File: src/include/battery_protect_defs.svh
`ifndef BATTERY_PROTECT_DEFS_SVH
`define BATTERY_PROTECT_DEFS_SVH

// register offsets
`define REG_STATUS   8'h00
`define REG_CTRL1    8'h04
`define REG_CTRL2    8'h05
`define REG_SHORT    8'h06
`define REG_OCD      8'h07
`define REG_VDLY     8'h08
`define REG_OVTRIP   8'h09
`define REG_UVTRIP   8'h0a
`define REG_CCCFG    8'h0b

// status bits
`define ST_READY     7
`define ST_UV        3
`define ST_OV        2
`define ST_SCD       1
`define ST_OCD       0
`define ST_MASK      8'h8f

// control bits and fields
`define C1_ADC_EN    4
`define C2_BYPASS    7
`define C2_CONT      6
`define C2_TRIG      5
`define C2_DSG       1
`define C2_CHG       0
`define SC_RANGE     7
`define SC_DLY       4:3
`define SC_THR       2:0
`define OC_DLY       6:4
`define OC_THR       3:0
`define UV_DLY       7:6
`define OV_DLY       5:4

// writable masks for registers with read-only bits
`define SC_WMASK     8'hbf
`define OC_WMASK     8'h7f
`define CC_WMASK     8'h3f

// reset values
`define ZERO_RST     8'h00
`define VDLY_RST     8'h08
`define OVTRIP_RST   8'hac
`define UVTRIP_RST   8'h97

// fixed framing of the 14-bit trip levels
`define OV_TOP       2'h2
`define OV_LOW       4'h8
`define UV_TOP       2'h1
`define UV_LOW       4'h0

// fault indices
`define FLT_OV       0
`define FLT_UV       1
`define FLT_OCD      2
`define FLT_SCD      3
`define FLT_N        4

// times in their own units
`define CLK_MHZ      32'd100
`define SCD_D0_US    32'd70
`define SCD_D1_US    32'd100
`define SCD_D2_US    32'd200
`define SCD_D3_US    32'd400
`define OCD_BASE_MS  32'd10
`define UV_D0_S      32'd1
`define UV_D1_S      32'd4
`define UV_D2_S      32'd8
`define UV_D3_S      32'd16
`define OV_D0_S      32'd1
`define OV_D1_S      32'd2
`define OV_D2_S      32'd4
`define OV_D3_S      32'd8
`define BYPASS_MS    32'd250
`define CC_CONV_MS   32'd250
`define CNT_W        32

`endif

File: src/include/battery_protect_pkg.sv
`include "battery_protect_defs.svh"
package battery_protect_pkg;

  typedef enum logic [2:0] {
    CC_OFF    = 3'h1,
    CC_CONT   = 3'h2,
    CC_SINGLE = 3'h4
  } cc_state_t;

  typedef struct packed {
    logic [`CNT_W-1:0] cnt;
    logic              held;
    logic              trip;
  } qualify_state_t;

  typedef struct packed {
    logic [7:0]        status;
    logic [7:0]        ctrl2;
    logic [7:0]        short_cfg;
    logic [7:0]        ocd_cfg;
    logic [7:0]        vdly;
    logic [7:0]        high_cell_trip_level;
    logic [7:0]        low_cell_trip_level;
    logic [7:0]        counter_configuration;
    logic              adc_en;
    cc_state_t         cc_state;
    logic [`CNT_W-1:0] conv_cnt;
    logic              cc_active;
    logic [7:0]        rdata;
    logic [13:0]       hi_s1;
    logic [13:0]       hi_s2;
    logic [13:0]       lo_s1;
    logic [13:0]       lo_s2;
    logic [7:0]        sense_s1;
    logic [7:0]        sense_s2;
  } bank_state_t;

endpackage

File: src/logic/fault_qualify.sv
`timescale 1ns/10ps
`default_nettype none
`include "battery_protect_defs.svh"
module fault_qualify (
  input  wire logic              i_clk,
  input  wire logic              i_rst,
  input  wire logic              i_cond,
  input  wire logic [`CNT_W-1:0] i_limit,
  output logic                   o_trip
);

  battery_protect_pkg::qualify_state_t st_reg;
  battery_protect_pkg::qualify_state_t st_next;

  // count while the condition holds, pulse once at the limit, rearm on drop
  always_comb begin
    st_next = st_reg;
    st_next.trip = 1'b0;
    if (!i_cond) begin
      st_next.cnt = '0;
      st_next.held = 1'b0;
    end else if (!st_reg.held) begin
      if (st_reg.cnt + `CNT_W'(1) >= i_limit) begin
        st_next.trip = 1'b1;
        st_next.held = 1'b1;
      end else begin
        st_next.cnt = st_reg.cnt + `CNT_W'(1);
      end
    end
  end

  always_ff @(posedge i_clk or posedge i_rst) begin
    if (i_rst) begin
      st_reg <= '0;
    end else begin
      st_reg <= st_next;
    end
  end

  assign o_trip = st_reg.trip;

  // a trip needs the condition present in the cycle before
  chk_trip_needs_cond: assert property (
    @(posedge i_clk) disable iff (i_rst)
    o_trip |-> $past(i_cond))
    else $error("trip without a persisting condition");

endmodule
`default_nettype wire

File: src/logic/battery_protect_config.sv
// Behaviour
// - bypass bit replaces all four fault delays with about 250 ms
// - continuous enable runs counter nonstop and ignores single trigger
// - single trigger runs one 250 ms conversion, clears itself, sets ready
// - trigger accepted only with continuous off and ready clear
// - control bit 1 drives discharge output, bit 0 charge output
// - range bit doubles overcurrent and short thresholds together
// - short delay code selects 70, 100, 200 or 400 us
// - short threshold code picks mV level from range-dependent table
// - overcurrent delay is 10 ms doubled per code step
// - overcurrent threshold code picks mV level from range table
// - low cell delay code selects 1, 4, 8 or 16 s
// - high cell delay code selects 1, 2, 4 or 8 s
// - high trip byte framed as 10, byte, 1000 for comparison
// - high trip register resets to 0xac
// - low trip byte framed as 01, byte, 0000 for comparison
// - low trip register resets to 0x97
// - sample ready latches until host clears it
// - fault flags latch and clear only by writing one
// - converter enable gates high cell protection only; counter conversions run regardless
`timescale 1ns/10ps
`default_nettype none
`include "battery_protect_defs.svh"
module battery_protect_config #(
  parameter logic [`CNT_W-1:0] US_CYC      = `CLK_MHZ,
  parameter logic [`CNT_W-1:0] MS_CYC      = `CLK_MHZ * 32'd1000,
  parameter logic [`CNT_W-1:0] S_CYC       = `CLK_MHZ * 32'd1000000,
  parameter logic [`CNT_W-1:0] BYPASS_CYC  = `BYPASS_MS * `CLK_MHZ * 32'd1000,
  parameter logic [`CNT_W-1:0] CC_CONV_CYC = `CC_CONV_MS * `CLK_MHZ * 32'd1000
) (
  input  wire logic        i_clk,
  input  wire logic        i_rst,
  input  wire logic        i_reg_wr,
  input  wire logic        i_reg_rd,
  input  wire logic [7:0]  i_reg_addr,
  input  wire logic [7:0]  i_reg_wdata,
  input  wire logic [13:0] i_cell_high_code,
  input  wire logic [13:0] i_cell_low_code,
  input  wire logic [7:0]  i_sense_mv,
  output logic      [7:0]  o_reg_rdata,
  output logic             o_charge_driver,
  output logic             o_discharge_driver,
  output logic             o_cc_active,
  output logic             o_adc_active
);

  localparam logic [7:0] SCD_HI [8] = '{8'h2c, 8'h43, 8'h59, 8'h6f,
                                        8'h85, 8'h9b, 8'hb2, 8'hc8};
  localparam logic [7:0] SCD_LO [8] = '{8'h16, 8'h21, 8'h2c, 8'h38,
                                        8'h43, 8'h4e, 8'h59, 8'h64};
  localparam logic [7:0] OCD_HI [16] = '{8'h11, 8'h16, 8'h1c, 8'h21,
                                         8'h27, 8'h2c, 8'h32, 8'h38,
                                         8'h3d, 8'h43, 8'h48, 8'h4e,
                                         8'h53, 8'h59, 8'h5e, 8'h64};
  localparam logic [7:0] OCD_LO [16] = '{8'h08, 8'h0b, 8'h0e, 8'h11,
                                         8'h13, 8'h16, 8'h19, 8'h1c,
                                         8'h1f, 8'h21, 8'h24, 8'h27,
                                         8'h2a, 8'h2c, 8'h2f, 8'h32};

  battery_protect_pkg::bank_state_t st_reg;
  battery_protect_pkg::bank_state_t st_next;

  logic              flt_cond  [`FLT_N];
  logic [`CNT_W-1:0] flt_limit [`FLT_N];
  logic [`FLT_N-1:0] flt_trip;
  logic              wr_status;
  logic              wr_ctrl2;
  logic              trig_ok;
  logic              conv_end;
  logic [7:0]        scd_mv;
  logic [7:0]        ocd_mv;

  // short circuit delay in cycles
  function automatic logic [`CNT_W-1:0] scd_delay(input logic [1:0] code);
    logic [`CNT_W-1:0] us;
    us = `SCD_D0_US;
    unique case (code)
      2'h0: us = `SCD_D0_US;
      2'h1: us = `SCD_D1_US;
      2'h2: us = `SCD_D2_US;
      2'h3: us = `SCD_D3_US;
    endcase
    return `CNT_W'(us * US_CYC);
  endfunction

  // low cell delay in cycles
  function automatic logic [`CNT_W-1:0] uv_delay(input logic [1:0] code);
    logic [`CNT_W-1:0] s;
    s = `UV_D0_S;
    unique case (code)
      2'h0: s = `UV_D0_S;
      2'h1: s = `UV_D1_S;
      2'h2: s = `UV_D2_S;
      2'h3: s = `UV_D3_S;
    endcase
    return `CNT_W'(s * S_CYC);
  endfunction

  // high cell delay in cycles
  function automatic logic [`CNT_W-1:0] ov_delay(input logic [1:0] code);
    logic [`CNT_W-1:0] s;
    s = `OV_D0_S;
    unique case (code)
      2'h0: s = `OV_D0_S;
      2'h1: s = `OV_D1_S;
      2'h2: s = `OV_D2_S;
      2'h3: s = `OV_D3_S;
    endcase
    return `CNT_W'(s * S_CYC);
  endfunction

  // thresholds, upper column is the doubled range
  always_comb begin
    scd_mv = st_reg.short_cfg[`SC_RANGE] ?
             SCD_HI[st_reg.short_cfg[`SC_THR]] :
             SCD_LO[st_reg.short_cfg[`SC_THR]];
    ocd_mv = st_reg.short_cfg[`SC_RANGE] ?
             OCD_HI[st_reg.ocd_cfg[`OC_THR]] :
             OCD_LO[st_reg.ocd_cfg[`OC_THR]];
  end

  // fault conditions on the synchronised measurements
  always_comb begin
    flt_cond[`FLT_OV]  = st_reg.adc_en &&
      (st_reg.hi_s2 >= {`OV_TOP, st_reg.high_cell_trip_level, `OV_LOW});
    flt_cond[`FLT_UV]  =
      (st_reg.lo_s2 <= {`UV_TOP, st_reg.low_cell_trip_level, `UV_LOW});
    flt_cond[`FLT_OCD] = (st_reg.sense_s2 >= ocd_mv);
    flt_cond[`FLT_SCD] = (st_reg.sense_s2 >= scd_mv);
  end

  // delay per fault, bypass overrides all four
  always_comb begin
    if (st_reg.ctrl2[`C2_BYPASS]) begin
      flt_limit[`FLT_OV]  = BYPASS_CYC;
      flt_limit[`FLT_UV]  = BYPASS_CYC;
      flt_limit[`FLT_OCD] = BYPASS_CYC;
      flt_limit[`FLT_SCD] = BYPASS_CYC;
    end else begin
      flt_limit[`FLT_OV]  = ov_delay(st_reg.vdly[`OV_DLY]);
      flt_limit[`FLT_UV]  = uv_delay(st_reg.vdly[`UV_DLY]);
      flt_limit[`FLT_OCD] = `CNT_W'((`OCD_BASE_MS * MS_CYC)
                            << st_reg.ocd_cfg[`OC_DLY]);
      flt_limit[`FLT_SCD] =
        scd_delay(st_reg.short_cfg[`SC_DLY]);
    end
  end

  // one persistence timer per fault
  genvar gi;
  generate
    for (gi = 0; gi < `FLT_N; gi++) begin : g_flt
      fault_qualify u_qualify (
        .i_clk   (i_clk),
        .i_rst   (i_rst),
        .i_cond  (flt_cond[gi]),
        .i_limit (flt_limit[gi]),
        .o_trip  (flt_trip[gi])
      );
    end
  endgenerate

  // decode and conversion timing
  always_comb begin
    wr_status = i_reg_wr && (i_reg_addr == `REG_STATUS);
    wr_ctrl2  = i_reg_wr && (i_reg_addr == `REG_CTRL2);
    trig_ok   = i_reg_wdata[`C2_TRIG] && !i_reg_wdata[`C2_CONT] &&
                !st_reg.status[`ST_READY];
    conv_end  = (st_reg.cc_state != battery_protect_pkg::CC_OFF) &&
                (st_reg.conv_cnt + `CNT_W'(1) >= CC_CONV_CYC);
  end

  // next state: host writes first, hardware events after so sets win
  always_comb begin
    st_next = st_reg;
    // measurements arrive from the analog side, two stages before use;
    // codes change slowly so a torn word only shifts one sample
    st_next.hi_s1    = i_cell_high_code;
    st_next.hi_s2    = st_reg.hi_s1;
    st_next.lo_s1    = i_cell_low_code;
    st_next.lo_s2    = st_reg.lo_s1;
    st_next.sense_s1 = i_sense_mv;
    st_next.sense_s2 = st_reg.sense_s1;

    // register writes
    if (wr_status) begin
      st_next.status = st_reg.status &
                       ~(i_reg_wdata & `ST_MASK);
    end
    if (wr_ctrl2) begin
      st_next.ctrl2 = i_reg_wdata;
      // a trigger write of zero never cancels a pending reading
      st_next.ctrl2[`C2_TRIG] =
        st_reg.ctrl2[`C2_TRIG] | trig_ok;
    end
    if (i_reg_wr) begin
      unique case (i_reg_addr)
        `REG_CTRL1:  st_next.adc_en = i_reg_wdata[`C1_ADC_EN];
        `REG_SHORT:  st_next.short_cfg = i_reg_wdata & `SC_WMASK;
        `REG_OCD:    st_next.ocd_cfg   = i_reg_wdata & `OC_WMASK;
        `REG_VDLY:   st_next.vdly      = i_reg_wdata;
        `REG_OVTRIP: st_next.high_cell_trip_level   = i_reg_wdata;
        `REG_UVTRIP: st_next.low_cell_trip_level   = i_reg_wdata;
        `REG_CCCFG:  st_next.counter_configuration    = i_reg_wdata & `CC_WMASK;
        default: ;
      endcase
    end

    // qualified faults latch a flag and open the affected driver
    if (flt_trip[`FLT_OV]) begin
      st_next.status[`ST_OV]  = 1'b1;
      st_next.ctrl2[`C2_CHG]  = 1'b0;
    end
    if (flt_trip[`FLT_UV]) begin
      st_next.status[`ST_UV]  = 1'b1;
      st_next.ctrl2[`C2_DSG]  = 1'b0;
    end
    if (flt_trip[`FLT_OCD]) begin
      st_next.status[`ST_OCD] = 1'b1;
      st_next.ctrl2[`C2_DSG]  = 1'b0;
    end
    if (flt_trip[`FLT_SCD]) begin
      st_next.status[`ST_SCD] = 1'b1;
      st_next.ctrl2[`C2_DSG]  = 1'b0;
    end

    // coulomb counter sequencing
    unique case (st_reg.cc_state)
      battery_protect_pkg::CC_OFF: begin
        st_next.conv_cnt = '0;
        if (st_reg.ctrl2[`C2_CONT]) begin
          st_next.cc_state = battery_protect_pkg::CC_CONT;
        end else if (st_reg.ctrl2[`C2_TRIG]) begin
          st_next.cc_state = battery_protect_pkg::CC_SINGLE;
        end
      end
      battery_protect_pkg::CC_CONT: begin
        st_next.conv_cnt = conv_end ? '0 : st_reg.conv_cnt + `CNT_W'(1);
        if (conv_end) begin
          st_next.status[`ST_READY] = 1'b1;
        end
        if (!st_reg.ctrl2[`C2_CONT]) begin
          st_next.cc_state = battery_protect_pkg::CC_OFF;
          st_next.conv_cnt = '0;
        end
      end
      battery_protect_pkg::CC_SINGLE: begin
        st_next.conv_cnt = st_reg.conv_cnt + `CNT_W'(1);
        if (st_reg.ctrl2[`C2_CONT]) begin
          st_next.cc_state = battery_protect_pkg::CC_CONT;
          st_next.conv_cnt = '0;
        end else if (conv_end) begin
          st_next.ctrl2[`C2_TRIG]   = 1'b0;
          st_next.status[`ST_READY] = 1'b1;
          st_next.cc_state = battery_protect_pkg::CC_OFF;
          st_next.conv_cnt = '0;
        end
      end
      default: begin
        st_next.cc_state = battery_protect_pkg::CC_OFF;
        st_next.conv_cnt = '0;
      end
    endcase
    st_next.cc_active = (st_next.cc_state != battery_protect_pkg::CC_OFF);

    // read data registered, unmapped offsets answer zero
    if (i_reg_rd) begin
      unique case (i_reg_addr)
        `REG_STATUS: st_next.rdata = st_reg.status & `ST_MASK;
        `REG_CTRL1:  st_next.rdata = {3'h0, st_reg.adc_en, 4'h0};
        `REG_CTRL2:  st_next.rdata = st_reg.ctrl2;
        `REG_SHORT:  st_next.rdata = st_reg.short_cfg;
        `REG_OCD:    st_next.rdata = st_reg.ocd_cfg;
        `REG_VDLY:   st_next.rdata = st_reg.vdly;
        `REG_OVTRIP: st_next.rdata = st_reg.high_cell_trip_level;
        `REG_UVTRIP: st_next.rdata = st_reg.low_cell_trip_level;
        `REG_CCCFG:  st_next.rdata = st_reg.counter_configuration;
        default:     st_next.rdata = `ZERO_RST;
      endcase
    end
  end

  // state register; debug nibble of the delay register comes up set
  always_ff @(posedge i_clk or posedge i_rst) begin
    if (i_rst) begin
      st_reg           <= '0;
      st_reg.vdly      <= `VDLY_RST;
      st_reg.high_cell_trip_level   <= `OVTRIP_RST;
      st_reg.low_cell_trip_level   <= `UVTRIP_RST;
      st_reg.cc_state  <= battery_protect_pkg::CC_OFF;
    end else begin
      st_reg <= st_next;
    end
  end

  assign o_reg_rdata        = st_reg.rdata;
  assign o_charge_driver    = st_reg.ctrl2[`C2_CHG];
  assign o_discharge_driver = st_reg.ctrl2[`C2_DSG];
  assign o_cc_active        = st_reg.cc_active;
  assign o_adc_active       = st_reg.adc_en;

  chk_driver_follows_write: assert property (
    @(posedge i_clk) disable iff (i_rst)
    (wr_ctrl2 && (flt_trip == '0)) |=>
      (o_charge_driver == $past(i_reg_wdata[`C2_CHG])) &&
      (o_discharge_driver == $past(i_reg_wdata[`C2_DSG])))
    else $error("driver outputs do not follow control write");

  chk_high_trip_cuts: assert property (
    @(posedge i_clk) disable iff (i_rst)
    flt_trip[`FLT_OV] |=> !o_charge_driver && st_reg.status[`ST_OV])
    else $error("high cell fault left charge driver on");

  chk_low_trip_cuts: assert property (
    @(posedge i_clk) disable iff (i_rst)
    (flt_trip[`FLT_UV] || flt_trip[`FLT_OCD] || flt_trip[`FLT_SCD]) |=>
      !o_discharge_driver)
    else $error("discharge fault left discharge driver on");

  chk_set_beats_clear: assert property (
    @(posedge i_clk) disable iff (i_rst)
    (flt_trip[`FLT_UV] && wr_status && i_reg_wdata[`ST_UV]) |=>
      st_reg.status[`ST_UV])
    else $error("fault flag lost to simultaneous clear");

  chk_flag_sticky: assert property (
    @(posedge i_clk) disable iff (i_rst)
    (st_reg.status[`ST_READY] && !(wr_status && i_reg_wdata[`ST_READY]))
      |=> st_reg.status[`ST_READY])
    else $error("sample ready dropped without a host clear");

  chk_trigger_refused: assert property (
    @(posedge i_clk) disable iff (i_rst)
    (wr_ctrl2 && !st_reg.ctrl2[`C2_TRIG] &&
     (i_reg_wdata[`C2_CONT] || st_reg.status[`ST_READY])) |=>
      !st_reg.ctrl2[`C2_TRIG])
    else $error("single trigger taken while not allowed");

  chk_single_ends: assert property (
    @(posedge i_clk) disable iff (i_rst)
    (st_reg.cc_state == battery_protect_pkg::CC_SINGLE && conv_end &&
     !st_reg.ctrl2[`C2_CONT]) |=>
      !st_reg.ctrl2[`C2_TRIG] && st_reg.status[`ST_READY] && !o_cc_active)
    else $error("single reading did not finish cleanly");

  chk_high_needs_adc: assert property (
    @(posedge i_clk) disable iff (i_rst)
    !st_reg.adc_en |-> !flt_cond[`FLT_OV])
    else $error("high cell check active with converter off");

  chk_bypass_delay: assert property (
    @(posedge i_clk) disable iff (i_rst)
    st_reg.ctrl2[`C2_BYPASS] |-> (flt_limit[`FLT_UV] == BYPASS_CYC) &&
      (flt_limit[`FLT_SCD] == BYPASS_CYC))
    else $error("bypass did not replace fault delays");

endmodule
`default_nettype wire

File: config.mk
export PLATFORM = sky130hd
export DESIGN_NAME = battery_protect_config
export DESIGN_NICKNAME = d
export VERILOG_FILES = /design/src/include/battery_protect_pkg.sv /design/src/logic/fault_qualify.sv /design/src/logic/battery_protect_config.sv
export VERILOG_INCLUDE_DIRS = /design/src /design/src/include
export SDC_FILE = /design/constraint.sdc
export NUM_CORES = 1
export LEC_CHECK = 0
export ABC_AREA = 1
export ABC_CLOCK_PERIOD_IN_PS = 9600
export BUFFER_PORTS_ARGS = -buffer_cell sky130_fd_sc_hd__buf_2
export CORE_MARGIN = 3
export CORE_UTILIZATION = 60
export CTS_BUF_LIST = sky130_fd_sc_hd__clkbuf_4
export DETAILED_ROUTE_END_ITERATION = 7
export GPL_TIMING_DRIVEN = 0
export PLACE_DENSITY = 0.75
export SLEW_MARGIN = 40
export SYNTH_ARGS = -nofsm -noshare
export SYNTH_HDL_FRONTEND = slang
export SYNTH_HIERARCHICAL = 1
export SYNTH_SLANG_ARGS = --single-unit
File: constraint.sdc
create_clock -name i_clk -period 9.6 [get_ports i_clk]
set_input_delay 1.44 -clock i_clk [delete_from_list [all_inputs] [get_ports i_clk]]
set_output_delay 1.44 -clock i_clk [all_outputs]
set_load 0.02 [all_outputs]
* Word-level counts from Yosys, hierarchy flattened
Memories as Yosys holds them, arrays and structs flattened.
Cells that the tools add are included.
** Storage, ports and cells
- Logic and storage cells :: 188
- Bits in registers :: 313
- Memories kept :: 4
- ROM bits :: 384
** Cells by class
- Multiplexer cells :: 61
- Equal/unequal tests :: 30
- Reduce and logical (&&, ||, !) cells :: 29
- Add/subtract/negate cells :: 5
- Magnitude comparators :: 11
- Multiply operators :: 3
- Bitwise logic cells :: 5
- Shift-type cells :: 1
** Memory list
- (no name shown) :: depth 16, bits a word 8, read ports 1, clocked after memory_dff 0, write ports 0, RTL line battery_protect_config.sv:119 : OCD_LO[st_reg.ocd_cfg[`OC_THR]];
- (no name shown) :: depth 16, bits a word 8, read ports 1, clocked after memory_dff 0, write ports 0, RTL line battery_protect_config.sv:118 : OCD_HI[st_reg.ocd_cfg[`OC_THR]] :
- (no name shown) :: depth 8, bits a word 8, read ports 1, clocked after memory_dff 0, write ports 0, RTL line battery_protect_config.sv:116 : SCD_LO[st_reg.short_cfg[`SC_THR]];
- (no name shown) :: depth 8, bits a word 8, read ports 1, clocked after memory_dff 0, write ports 0, RTL line battery_protect_config.sv:115 : SCD_HI[st_reg.short_cfg[`SC_THR]] :
** Operator list (number)
- $pmux W32 S4 :: 3
- $mux W32 :: 8
- $add A32 B1 Y32 const B :: 5
- $mux W34 :: 4
- $mux W33 :: 4
- $ge A32 B32 Y1 :: 4
- $mux W128 :: 1
- $mux W35 :: 3
- $pmux W35 S3 :: 1
- $mux W8 :: 11
- $pmux W8 S9 :: 1
- $mul A32 B19 Y24 const B :: 2
- $eq A8 B3 Y1 const B :: 4
- $eq A8 B4 Y1 const B :: 4
- $ge A32 B25 Y1 const B :: 1
- $mul A32 B5 Y30 const B :: 1
- $shl A20 B3 Y32 const A :: 1
- $reduce_and A2 Y1 :: 11
- $mux W1 :: 17
- $ge A8 B8 Y1 :: 2
- $ne A2 B2 Y1 const B :: 8
- $ge A14 B14 Y1 :: 1
- $le A14 B13 Y1 :: 1
- $eq A2 B2 Y1 const B :: 6
- other kinds (22) :: 41

* Logic depth before layout (Yosys ltp)
Gate-level depths: netlist (run 1).
- Depth in word-level cells :: 9
- Mapped depth :: 34

* By module
Netlist (run 1), hierarchy kept.
** Modules (own cells, without submodules)
- fault_qualify :: area an instance 3091.7 µm², cells an instance 445, instances 4
- battery_protect_config :: area an instance 10926.7 µm², cells an instance 1377, instances 1

* Worst setup path after synthesis (run 1)
Ideal clock, no wire load.
- Kind :: register to register
- Start :: register st_reg[145] (netlist name)
- End :: register g_flt[0].u_qualify/st_reg[7] in the netlist's numbering
- Buffers on the path :: 2
- Clock period less this slack :: 5225 ps
- Data arrival time :: 5160 ps
- Data required time :: 9535 ps
- Cell stages (with the launch flop) :: 33
- Slack :: 4375 ps
- Library setup time :: 65 ps
- Cells stage by stage :: dfrtp_1 inv_1 ha_1 clkbuf_1 inv_1 ha_1 ha_1 ha_1 nand2_1 inv_1 fa_1 ha_1 ha_1 and3_1 nand2_1 and3_1 nor2_1 o21ai_0 a31oi_1 nor2_1 nor2_1 inv_1 ha_1 a21oi_1 o21ai_0 nand2_1 nand2_1 a21oi_2 nand2_1 nor2_4 buf_4 nand2_1 nand2_1
** RTL lines
- to (signal assigned) :: RTL line fault_qualify.sv:36 : st_reg <= st_next;
- to (decl) :: RTL line fault_qualify.sv:12 : battery_protect_pkg::qualify_state_t st_reg;

==> key figures, run 1 <==
Final layout
  • Area growth syn-to-layout: 9.57%
  • Final core occ: ~67%
  • Non-Filler Instances: roughly 4000
  • Nets@finish: roughly 3700
  • Filler cells: 3322
  • Largest register FFs: 132
  • Fraction of layout cells with a size suffix above 1: a little over a tenth

Worst setup path
  • Crit Path Category: reg2reg
  • Critical Path Max Stage Delay: between 400 and 500 ps
  • CP Max Fanout: 10
  • CP Launch Type: flop
  • CP max-delay cell: dfrtp_1
  • Cell mode on critical path: nand2_1
  • Crit path arrival time: between 6000 and 7000 ps
  • Crit path required time: 10340 ps
  • Element type at the critical path end: flop
  • R2R setup slack: approximately 3500 ps

Routing
  • Vias per std cell: between 5 and 6
  • Via count: around 21000
  • Routed WL per cell: ~15 um
  • Final ANT Viol Nets: 0
  • Pre-antenna DRT Iters: 5
  • DRT iter0 DRCs: approximately 1300
  • DRC viols: 0
  • WL final: 58500 um

GRT
  • Grt ovf: 0
  • Total global-route track usage: between 20% and 30%
  • Initial antenna violation count: 2
  • First-pass GRT wire length: 99200 um
  • Pin count of the biggest net entering global routing: between 70 and 80
  • Vias in the first global route: between 20000 and 25000

Floorplan
  • Die area: about 0.041 mm2
  • Die Y: around 200 um
  • Site row count: 71
  • Die Wd: 203 um
  • I/O pins: 68
  • CORE AREA: 0.0379 mm2
  • Starting Density: 61.4%

Timing
  • Post-layout min period: 6140 ps
  • Slew Viols, Final: 0
  • Final setup violation count: 0
  • Actual slew at the worst max-slew pin: 789 ps
  • Setup_tns: 0 ps
  • Max Clk Rate: between 0.15 and 0.2 GHz
  • Worst setup margin: 3460 ps
  • Slew margin rel.: 47.0%
  • Fin. Hold Viols: 0
  • Clk_skew: just under 50 ps
  • Fin crit share: a little under two thirds
  • RSZ-0062 raised after global routing: no

Hold path
  • Hold Path Class: reg2reg

Place
  • Post-Place Worst Slack: ~3600 ps
  • GP Congestion: 0.945
  • Detail Placement HPWL: 45100 um
  • I/O Buffers: 63
  • Placed cells: approximately 3800

Logic synthesis
  • Synthesized area per cell: about 7.4 um2
  • Yosys top cell area share: a little under a third
  • Number of synthesis warnings: 6
  • Synthesized area: 0.0233 mm2
  • Post-synthesis sequential area ratio: approximately a third
  • Synth unique cells: 63
  • Post-synth top area cell: dfrtp_1
  • Synth top cells by count: nand2_1, inv_1, dfrtp_1, nor2_1, ha_1
  • Most numerous cell in the Yosys netlist: nand2_1
  • Number of synthesized register bits: between 300 and 400
  • Syn Inst Count: 3157
  • FFs w/ async S/R, synth: 100%
  • Synth Flop Type: dfrtp_1
  • Count of flip-flops with a built-in enable after synthesis: 0
  • Synth top area cells: dfrtp_1, ha_1, nand2_1, inv_1, nand3_1

Pwr
  • Power density over the cells: about 120 mW/mm2
  • LEAKAGE: about 0.014 uW
  • Pwr Total: slightly above 3000 uW
  • Peak VDD IR: between 100 and 150 uV

Clocking
  • CTS HTree Levels: 3
  • CTS tree: done
  • Worst-Skew Late Latency: ~840 ps
  • Post-CTS Resized: 0
  • Num CTS Buffers: 84
  • Max Root-Sink Buffers: 3
  • Post-cts hold buffer count: 0
  • # clock sinks: 304
  • Post-CTS Setup Repair Bufs: 0
  • Root buf cell: clkbuf_4
  • Clk slew on worst S/H paths: roughly 70 ps

Flow run
  • Max-cap violation count: 0

Run status
  • Outcome: completed
==> worst max-delay path, delay by kind of cell, from the launching register on <==
| family | cells | cell delay (ps) |
|---|---|---|
| buffers and inverters | 7 | 1040 |
| adders and majority gates | 8 | 2450 |
| DFF | 1 | 440 |
| AOI/OAI and AO/OA | 6 | 820 |
| and+or+nand+nor | 13 | 1290 |
==> stage by stage <==
step | hold slack [ps] | instance area [um2]
finish | 320 | 25500
global route | 344 | 25500
detailed placement | 335 | 24500
floorplan | 331 | 23500
CTS | 325 | 25500
global placement | 332 | 24400
==> cell families (layout without fill, tap and decap cells) <==
logic type | Yosys count | in the layout | synth area share [%]
fa+ha+maj | 270 | 270 | 14.8
mux | 5 | 5 | 0.236
xor+xnor | 134 | 134 | 5.17
simple gates | 1563 | 1563 | 30.1
flops | 304 | 304 | 32.7
compound gates | 293 | 293 | 7.12
other cells | 2 | 51 | 0.0322
buf+inv | 586 | 802 | 9.83
==> final timing paths <==
check	cells after the start	to	from
setup / recovery	34	g_flt[0].u_qualify/st_reg[7]	st_reg[145]
hold / removal	0	st_reg[2]	st_next[2]
setup reg to reg	34	g_flt[0].u_qualify/st_reg[7]	st_reg[145]
hold reg to reg	0	st_reg[2]	st_next[2]
max in group asynchronous	4	st_reg[140]	i_rst
min in group asynchronous	2	st_next[17]	i_rst
==> area by class of cell <==
cell class	instances	area (um2)	share of cell area, %
multi-input cells	2314	13600	53.1
flip-flops and latches	304	7620	29.9
inverters	516	1950	7.63
clock buffers	115	863	3.38
well taps	511	639	2.51
repair buffers	65	370	1.45
plain buffers	70	354	1.39
clock inverters	36	163	0.637
diodes	2	5.00	0.0196
==> where the power goes <==
| part | switching [uW] | internal (uW) |
|---|---|---|
| registers | 43.8 | 1330 |
| clock network | 585 | 561 |
| logic | 328 | 168 |
==> cells in the final DEF, fill, tap and decap left out, types with 36 or more instances in the layout <==
cell type / instances
dfrtp_1: 293
xnor2_1: 37
conb_1: 49
xor2_1: 93
nand4_1: 53
nor2_2: 36
ha_1: 262
nor2_1: 274
inv_1: 492
buf_2: 75
nand2_1: 827
nor3_1: 65
nand3_1: 225
clkbuf_4: 115
o21ai_0: 118
a21oi_1: 101
==> per-layer routing <==
layer	GRT usage [%]	share of wire, %	vias up
met5	0	0	-
met4	12.4	3.7	0
met3	4.97	5.0	147
met2	49.9	48	577
met1	36.2	43	9740
li1	-	-	10400
Note: power is estimated with default switching activity, not from simulation.
==> inputs of run 2 (changes only) <==
ABC_CLOCK_PERIOD_IN_PS = 5400   (was 9600)
CORE_UTILIZATION = 59   (was 60)
PLACE_DENSITY = 0.77   (was 0.75)
clock period = 5.4 ns   (was 9.6 ns; I/O delays follow)
==> run 2 against run 1 <==
Net effect:
- flip-flop and latch count stayed put
- combinational power is 95% higher
- final cell count is 1.3% higher
- die area is 1.6% higher
- global-route usage is 0.059 points lower
- sequential share of layout area is 1.1 points lower
- register-to-register slack worse by 3300 ps
- critical path type unchanged
- critical endpoint is now g_flt[0].u_qualify/st_reg[15]
- largest cell class unchanged
==> key figures, run 2 (synthesis results as in run 1) <==
Run status
  • Outcome: completed

Floorplan
  • Die Wd: 205 um (+0.82%)
  • I/O pins: 68 (unchanged)
  • CORE AREA: 0.0388 mm2 (+2.4%)
  • Site row count: 72 (+1.4%)
  • Die Y: 205 um (+0.82%)
  • Die area: 0.0419 mm2 (+1.6%)
  • Starting Density: 60.0% (-1.4 points)

Place
  • GP Congestion: 0.951 (+0.66%)
  • Detail Placement HPWL: 44900 um (-0.41%)
  • I/O Buffers: 63 (unchanged)
  • Placed cell areas: 0.0245 mm2 (about the same)

Worst setup path
  • CP max-delay cell: fa_2
  • Crit path arrival time: 5940 ps (-950 ps)
  • CP bufs+invs: 5 (-2)
  • Cell mode on critical path: ha_4
  • Crit path max-delay family: adder cells
  • Crit Path Category: reg2reg
  • Crit path required time: 6100 ps (-4240 ps)
  • CP Max Fanout: 6 (-4)
  • Critical Path Max Stage Delay: 550 ps (+110 ps)
  • Element type at the critical path end: flop
  • CP Launch Type: flop

Clocking
  • CTS tree: done
  • Clk slew on worst S/H paths: 90 ps (+20 ps)
  • Num CTS Buffers: 85 (+1.2%)
  • Max Root-Sink Buffers: 3 (unchanged)
  • CTS HTree Levels: 3 (unchanged)
  • Worst-Skew Late Latency: 860 ps (+20 ps)
  • Post-cts hold buffer count: 0 (unchanged)
  • Root buf cell: clkbuf_4
  • # clock sinks: 304 (unchanged)

Final layout
  • Register area: 0.00763 mm2 (about the same)
  • Nets@finish: 3729 (+1.3%)
  • Most frequent cells in the layout: nand2_1, inv_1, dfrtp_1
  • Area growth syn-to-layout: 14.0%
  • Filler cells: 3317 (-0.15%)
  • Post-route cell area: 0.0266 mm2 (+4.1%)
  • Fraction of layout cells with a size suffix above 1: 14.8% (+3.9 points)
  • Most common cell after layout, fill and taps aside: nand2_1
  • Final core occ: 68.4% (+1.1 points)
  • Area of the multi-input gates: 0.0141 mm2 (+3.7%)
  • Largest register FFs: 132 (unchanged)

Pwr
  • Power density over the cells: 208 mW/mm2 (+76%)
  • Peak VDD IR: 200 uV (+38%)
  • Pwr Total: 5530 uW (+83%)
  • LEAKAGE: 0.0142 uW (+2.1%)

GRT
  • Grt ovf: 0 (unchanged)
  • Vias in the first global route: 21300 (+1.1%)
  • Pin count of the biggest net entering global routing: 68 (-11%)
  • First-pass GRT wire length: 99600 um (+0.47%)
  • Total global-route track usage: 29.0% (-0.059 points)
  • Initial antenna violation count: 5 (+3)

Timing
  • Max Clk Rate: 0.191 GHz (+17%)
  • WHS: 65.2 ps (-255 ps)
  • Post-layout min period: 5240 ps (-902 ps)
  • Slew Viols, Final: 0 (unchanged)
  • Setup_tns: 0 ps (unchanged)
  • Actual slew at the worst max-slew pin: 877 ps (+87.4 ps)
  • Final setup violation count: 0 (unchanged)
  • Clk_skew: 96.8 ps (+48.1 ps)
  • Fin crit share: 97.1% (+33 points)
  • Fin. Hold Viols: 0 (unchanged)
  • Slew margin rel.: 41.6% (-5.4 points)

Hold path
  • Hold Path Class: in2reg

Routing
  • DRC viols: 0 (unchanged)
  • Pre-antenna DRT Iters: 5 (unchanged)
  • WL final: 61000 um (+4.3%)
  • Final ANT Viol Nets: 0 (unchanged)
  • Routed WL per cell: 15.3 um (+2.9%)
  • DRT iter0 DRCs: 1662 (+27%)
  • Via count: 21400 (+2.3%)
  • Vias per std cell: 5.36 (+0.93%)

Flow run
  • Max-cap violation count: 0 (unchanged)
[run 2: power breakdown]
part           internal [uW]  switching (uW)
logic                    346             621
clock network           1080            1030
registers               2370            81.9
total                   3800            1740
[run 2: final timing paths]
kind,start,endpoint,slack (ps),cells past startpoint
setup / recovery,st_reg[146],g_flt[0].u_qualify/st_reg[15],160,31
min in group asynchronous,i_rst,st_reg[117],160,2
setup reg to reg,st_reg[146],g_flt[0].u_qualify/st_reg[15],160,31
hold reg to reg,st_next[49],st_reg[49],340,0
hold / removal,i_sense_mv[6],st_next[6],70,1
max in group asynchronous,i_rst,st_reg[135],4520,3
[run 2: layout make-up]
class / count / share of cell area, %
sequential: 304 / 28.7
antenna: 4 / 0.0377
multi-input combinational: 2314 / 53.0
buffer: 68 / 1.54
clock inverter: 20 / 0.353
inverter: 516 / 7.41
tap: 518 / 2.44
timing repair buffer: 114 / 2.93
clock buffer: 128 / 3.62
[run 2: metrics by stage]
stage	std cells	worst slack, ps
after global routing	3985	-92.5
after global placement	3785	-1580
after detailed placement	3787	-671
after CTS	3962	0.504
final	3986	159
after floorplan	3204	61.5
[run 2: repair_timing]
action,4_1_cts,5_1_grt
hold endpoints to repair,0,0
pin swaps,17,32
gates cloned,3,2
setup buffers,25,19
resized for setup,61,83
endpoints found under the setup margin,67,67
[run 2: routing by layer]
layer  up-vias  GRT usage (%)  part of all wire [%]
met2       668           49.0                    47
met4         6           13.3                   4.4
li1      10500              -                     -
met5         -              0                 0.075
met3       206           5.51                   5.8
met1      9981           35.9                    43
==> inputs of run 3 (changes only) <==
CELL_PAD_IN_SITES_DETAIL_PLACEMENT = 2   (was not set)
CELL_PAD_IN_SITES_GLOBAL_PLACEMENT = 2   (was not set)
CORE_UTILIZATION = 35   (was 59)
==> run 3 against run 2 <==
Net effect:
- the flow now finishes with violations (negative setup slack)
- sequential power about the same
- combinational power up 16%
- first-iteration DRC count shrank 44%
- utilization shrank 26 points
- power grew 8.5%
- die area increased by 66%
- critical endpoint is now g_flt[0].u_qualify/st_reg[4]
==> key figures, run 3 (synthesis results as in run 1) <==
Final layout
  • Largest register FFs: 132 (unchanged)
  • Fraction of layout cells with a size suffix above 1: 15.3% (+0.46 points)
  • Area growth syn-to-layout: 18.5%
  • Post-route cell area: 0.0276 mm2 (+3.9%)
  • Non-Filler Instances: 4376 (+9.8%)
  • Nets@finish: 3767 (+1.0%)
  • Most frequent cells in the layout: nand2_1, inv_1, dfrtp_1
  • Final core occ: 42.4% (-26 points)
  • Most common cell after layout, fill and taps aside: nand2_1

Worst setup path
  • R2R setup slack: -60 ps (-220 ps)
  • Crit path arrival time: 6240 ps (+300 ps)
  • Critical Path Max Stage Delay: 440 ps (-110 ps)
  • Critical Path Sink: g_flt[0].u_qualify/st_reg[4]
  • CP Max Fanout: 8 (+2)
  • R2r endpoint: g_flt[0].u_qualify/st_reg[4]
  • Reg2reg path depth: 34 (+9.7%)
  • CP max-delay cell: dfrtp_2
  • Reg2Reg Launch Point: st_reg[145]
  • Cell mode on critical path: nand2_1
  • CP Launch Type: flop
  • Crit path required time: 6180 ps (+80 ps)
  • Element type at the critical path end: flop
  • Crit path from: st_reg[145]
  • Crit Path Category: reg2reg

Pwr
  • Power density over the cells: 218 mW/mm2 (+4.4%)
  • LEAKAGE: 0.0144 uW (+1.9%)
  • Peak VDD IR: 150 uV (-25%)

Clocking
  • Max Root-Sink Buffers: 3 (unchanged)
  • Root buf cell: clkbuf_4
  • Num CTS Buffers: 93 (+9.4%)
  • Clk slew on worst S/H paths: 70 ps (-20 ps)
  • CTS HTree Levels: 3 (unchanged)
  • CTS tree: done
  • Worst-Skew Late Latency: 880 ps (+20 ps)
  • # clock sinks: 304 (unchanged)

Place
  • Placed cell areas: 0.0250 mm2 (+1.9%)
  • GP Congestion: 0.850 (-11%)
  • Placed cells: 4126 (+9.0%)
  • Detail Placement HPWL: 62400 um (+39%)
  • I/O Buffers: 63 (unchanged)

Timing
  • RSZ-0062 raised after global routing: yes
  • Max Clk Rate: 0.183 GHz (-4.0%)
  • Worst setup margin: -61.9 ps (-221 ps)
  • Fin crit share: 101% (+4.1 points)
  • Slew Viols, Final: 0 (unchanged)
  • Setup_tns: -1090 ps (-1090 ps)
  • Clk_skew: 65.7 ps (-31.2 ps)
  • Fin. Hold Viols: 0 (unchanged)
  • Slew margin rel.: 48.0% (+6.5 points)
  • Actual slew at the worst max-slew pin: 774 ps (-103 ps)
  • WHS: 293 ps (+228 ps)
  • Final setup violation count: 48 (+48)
  • Post-layout min period: 5460 ps (+221 ps)

Run status
  • Failing checks: negative setup slack
  • Outcome: finished with violations

GRT
  • Pin count of the biggest net entering global routing: 71 (+4.4%)
  • Grt ovf: 0 (unchanged)
  • Vias in the first global route: 25800 (+21%)
  • First-pass GRT wire length: 140000 um (+40%)
  • Initial antenna violation count: 8 (+3)
  • Total global-route track usage: 24.7% (-4.2 points)

Floorplan
  • Die area: 0.0697 mm2 (+66%)
  • Site row count: 93 (+29%)
  • I/O pins: 68 (unchanged)
  • Starting Density: 35.7% (-24 points)
  • Die Wd: 264 um (+29%)
  • Die Y: 264 um (+29%)
  • CORE AREA: 0.0652 mm2 (+68%)

Routing
  • Vias per std cell: 5.18 (-3.3%)
  • WL final: 92300 um (+51%)
  • DRC viols: 0 (unchanged)
  • Via count: 22700 (+6.1%)
  • Final ANT Viol Nets: 0 (unchanged)
  • Pre-antenna DRT Iters: 5 (unchanged)
  • DRT iter0 DRCs: 929 (-44%)
  • Routed WL per cell: 21.1 um (+38%)

Hold path
  • Hold Path Class: in2reg

Flow run
  • Max-cap violation count: 0 (unchanged)
run 3: changes by cell type in the layout (fill, tap and decap cells not counted), sizes merged:
cell,previous run,this run
dlygate4sd3,0,34
clkinv,21,39
clkbuf,153,161
buf,157,150
run 3: how the worst min path moves through the flow:
stage,startpoint,to,slack [ps],cells past startpoint
floorplan,st_next[0],st_reg[0],330,0
global placement,st_next[4],st_reg[4],330,0
detailed placement,st_next[2],st_reg[2],340,0
CTS,i_reg_wdata[5],st_reg[170],200,5
global route,i_reg_wdata[5],st_reg[170],260,5
finish,i_reg_wdata[5],st_reg[170],290,5
run 3: per-layer routing:
metal  global-route usage (%)  part of all wire [%]
met3                     3.74                   3.3
met2                     45.8                    52
met5                        0                 0.031
met4                     9.05                   4.0
met1                     28.6                    41
run 3: area by class of cell:
type | count | area [um2]
Fill cell | 7641 | 37600
Multi-Input combinational cell | 2314 | 14200
Sequential cell | 304 | 7630
Inverter | 516 | 1970
Timing Repair Buffer | 143 | 1160
Tap cell | 855 | 1070
Clock buffer | 133 | 998
Buffer | 69 | 425
Clock inverter | 38 | 185
Antenna cell | 4 | 10.0
run 3: stage by stage:
| stage | total power, uW | setup WS, ps |
|---|---|---|
| 2_1_floorplan | 3110 | 61.5 |
| 3_3_place_gp | 3370 | -2000 |
| 3_5_place_dp | 3460 | -964 |
| 4_1_cts | 5950 | 2.53 |
| 5_1_grt | 6370 | -280 |
| 6_report | 6010 | -61.9 |
run 3: where the power goes:
part / internal [uW] / total [uW] / switching [uW]
Combinational: 388 / 1120 / 735
Sequential: 2370 / 2460 / 92.2
Clock: 1150 / 2420 / 1270
run 3: worst max-delay path, delay by kind of cell (launching register included):
kind            cells  cell delay, ps
simple gates       14            1530
fa+ha+maj           6            1450
buf+inv             8             990
compound gates      6             950
flops               1             440
run 3: what timing repair did:
item / in CTS / in global routing
endpoints found under the hold margin: 41 / 0
hold buffers: 34 / 0
resized for setup: 65 / 109
buffers inserted: 26 / 12
pin swaps: 18 / 51
endpoints found under the setup margin: 68 / 68
cloned: 2 / 2
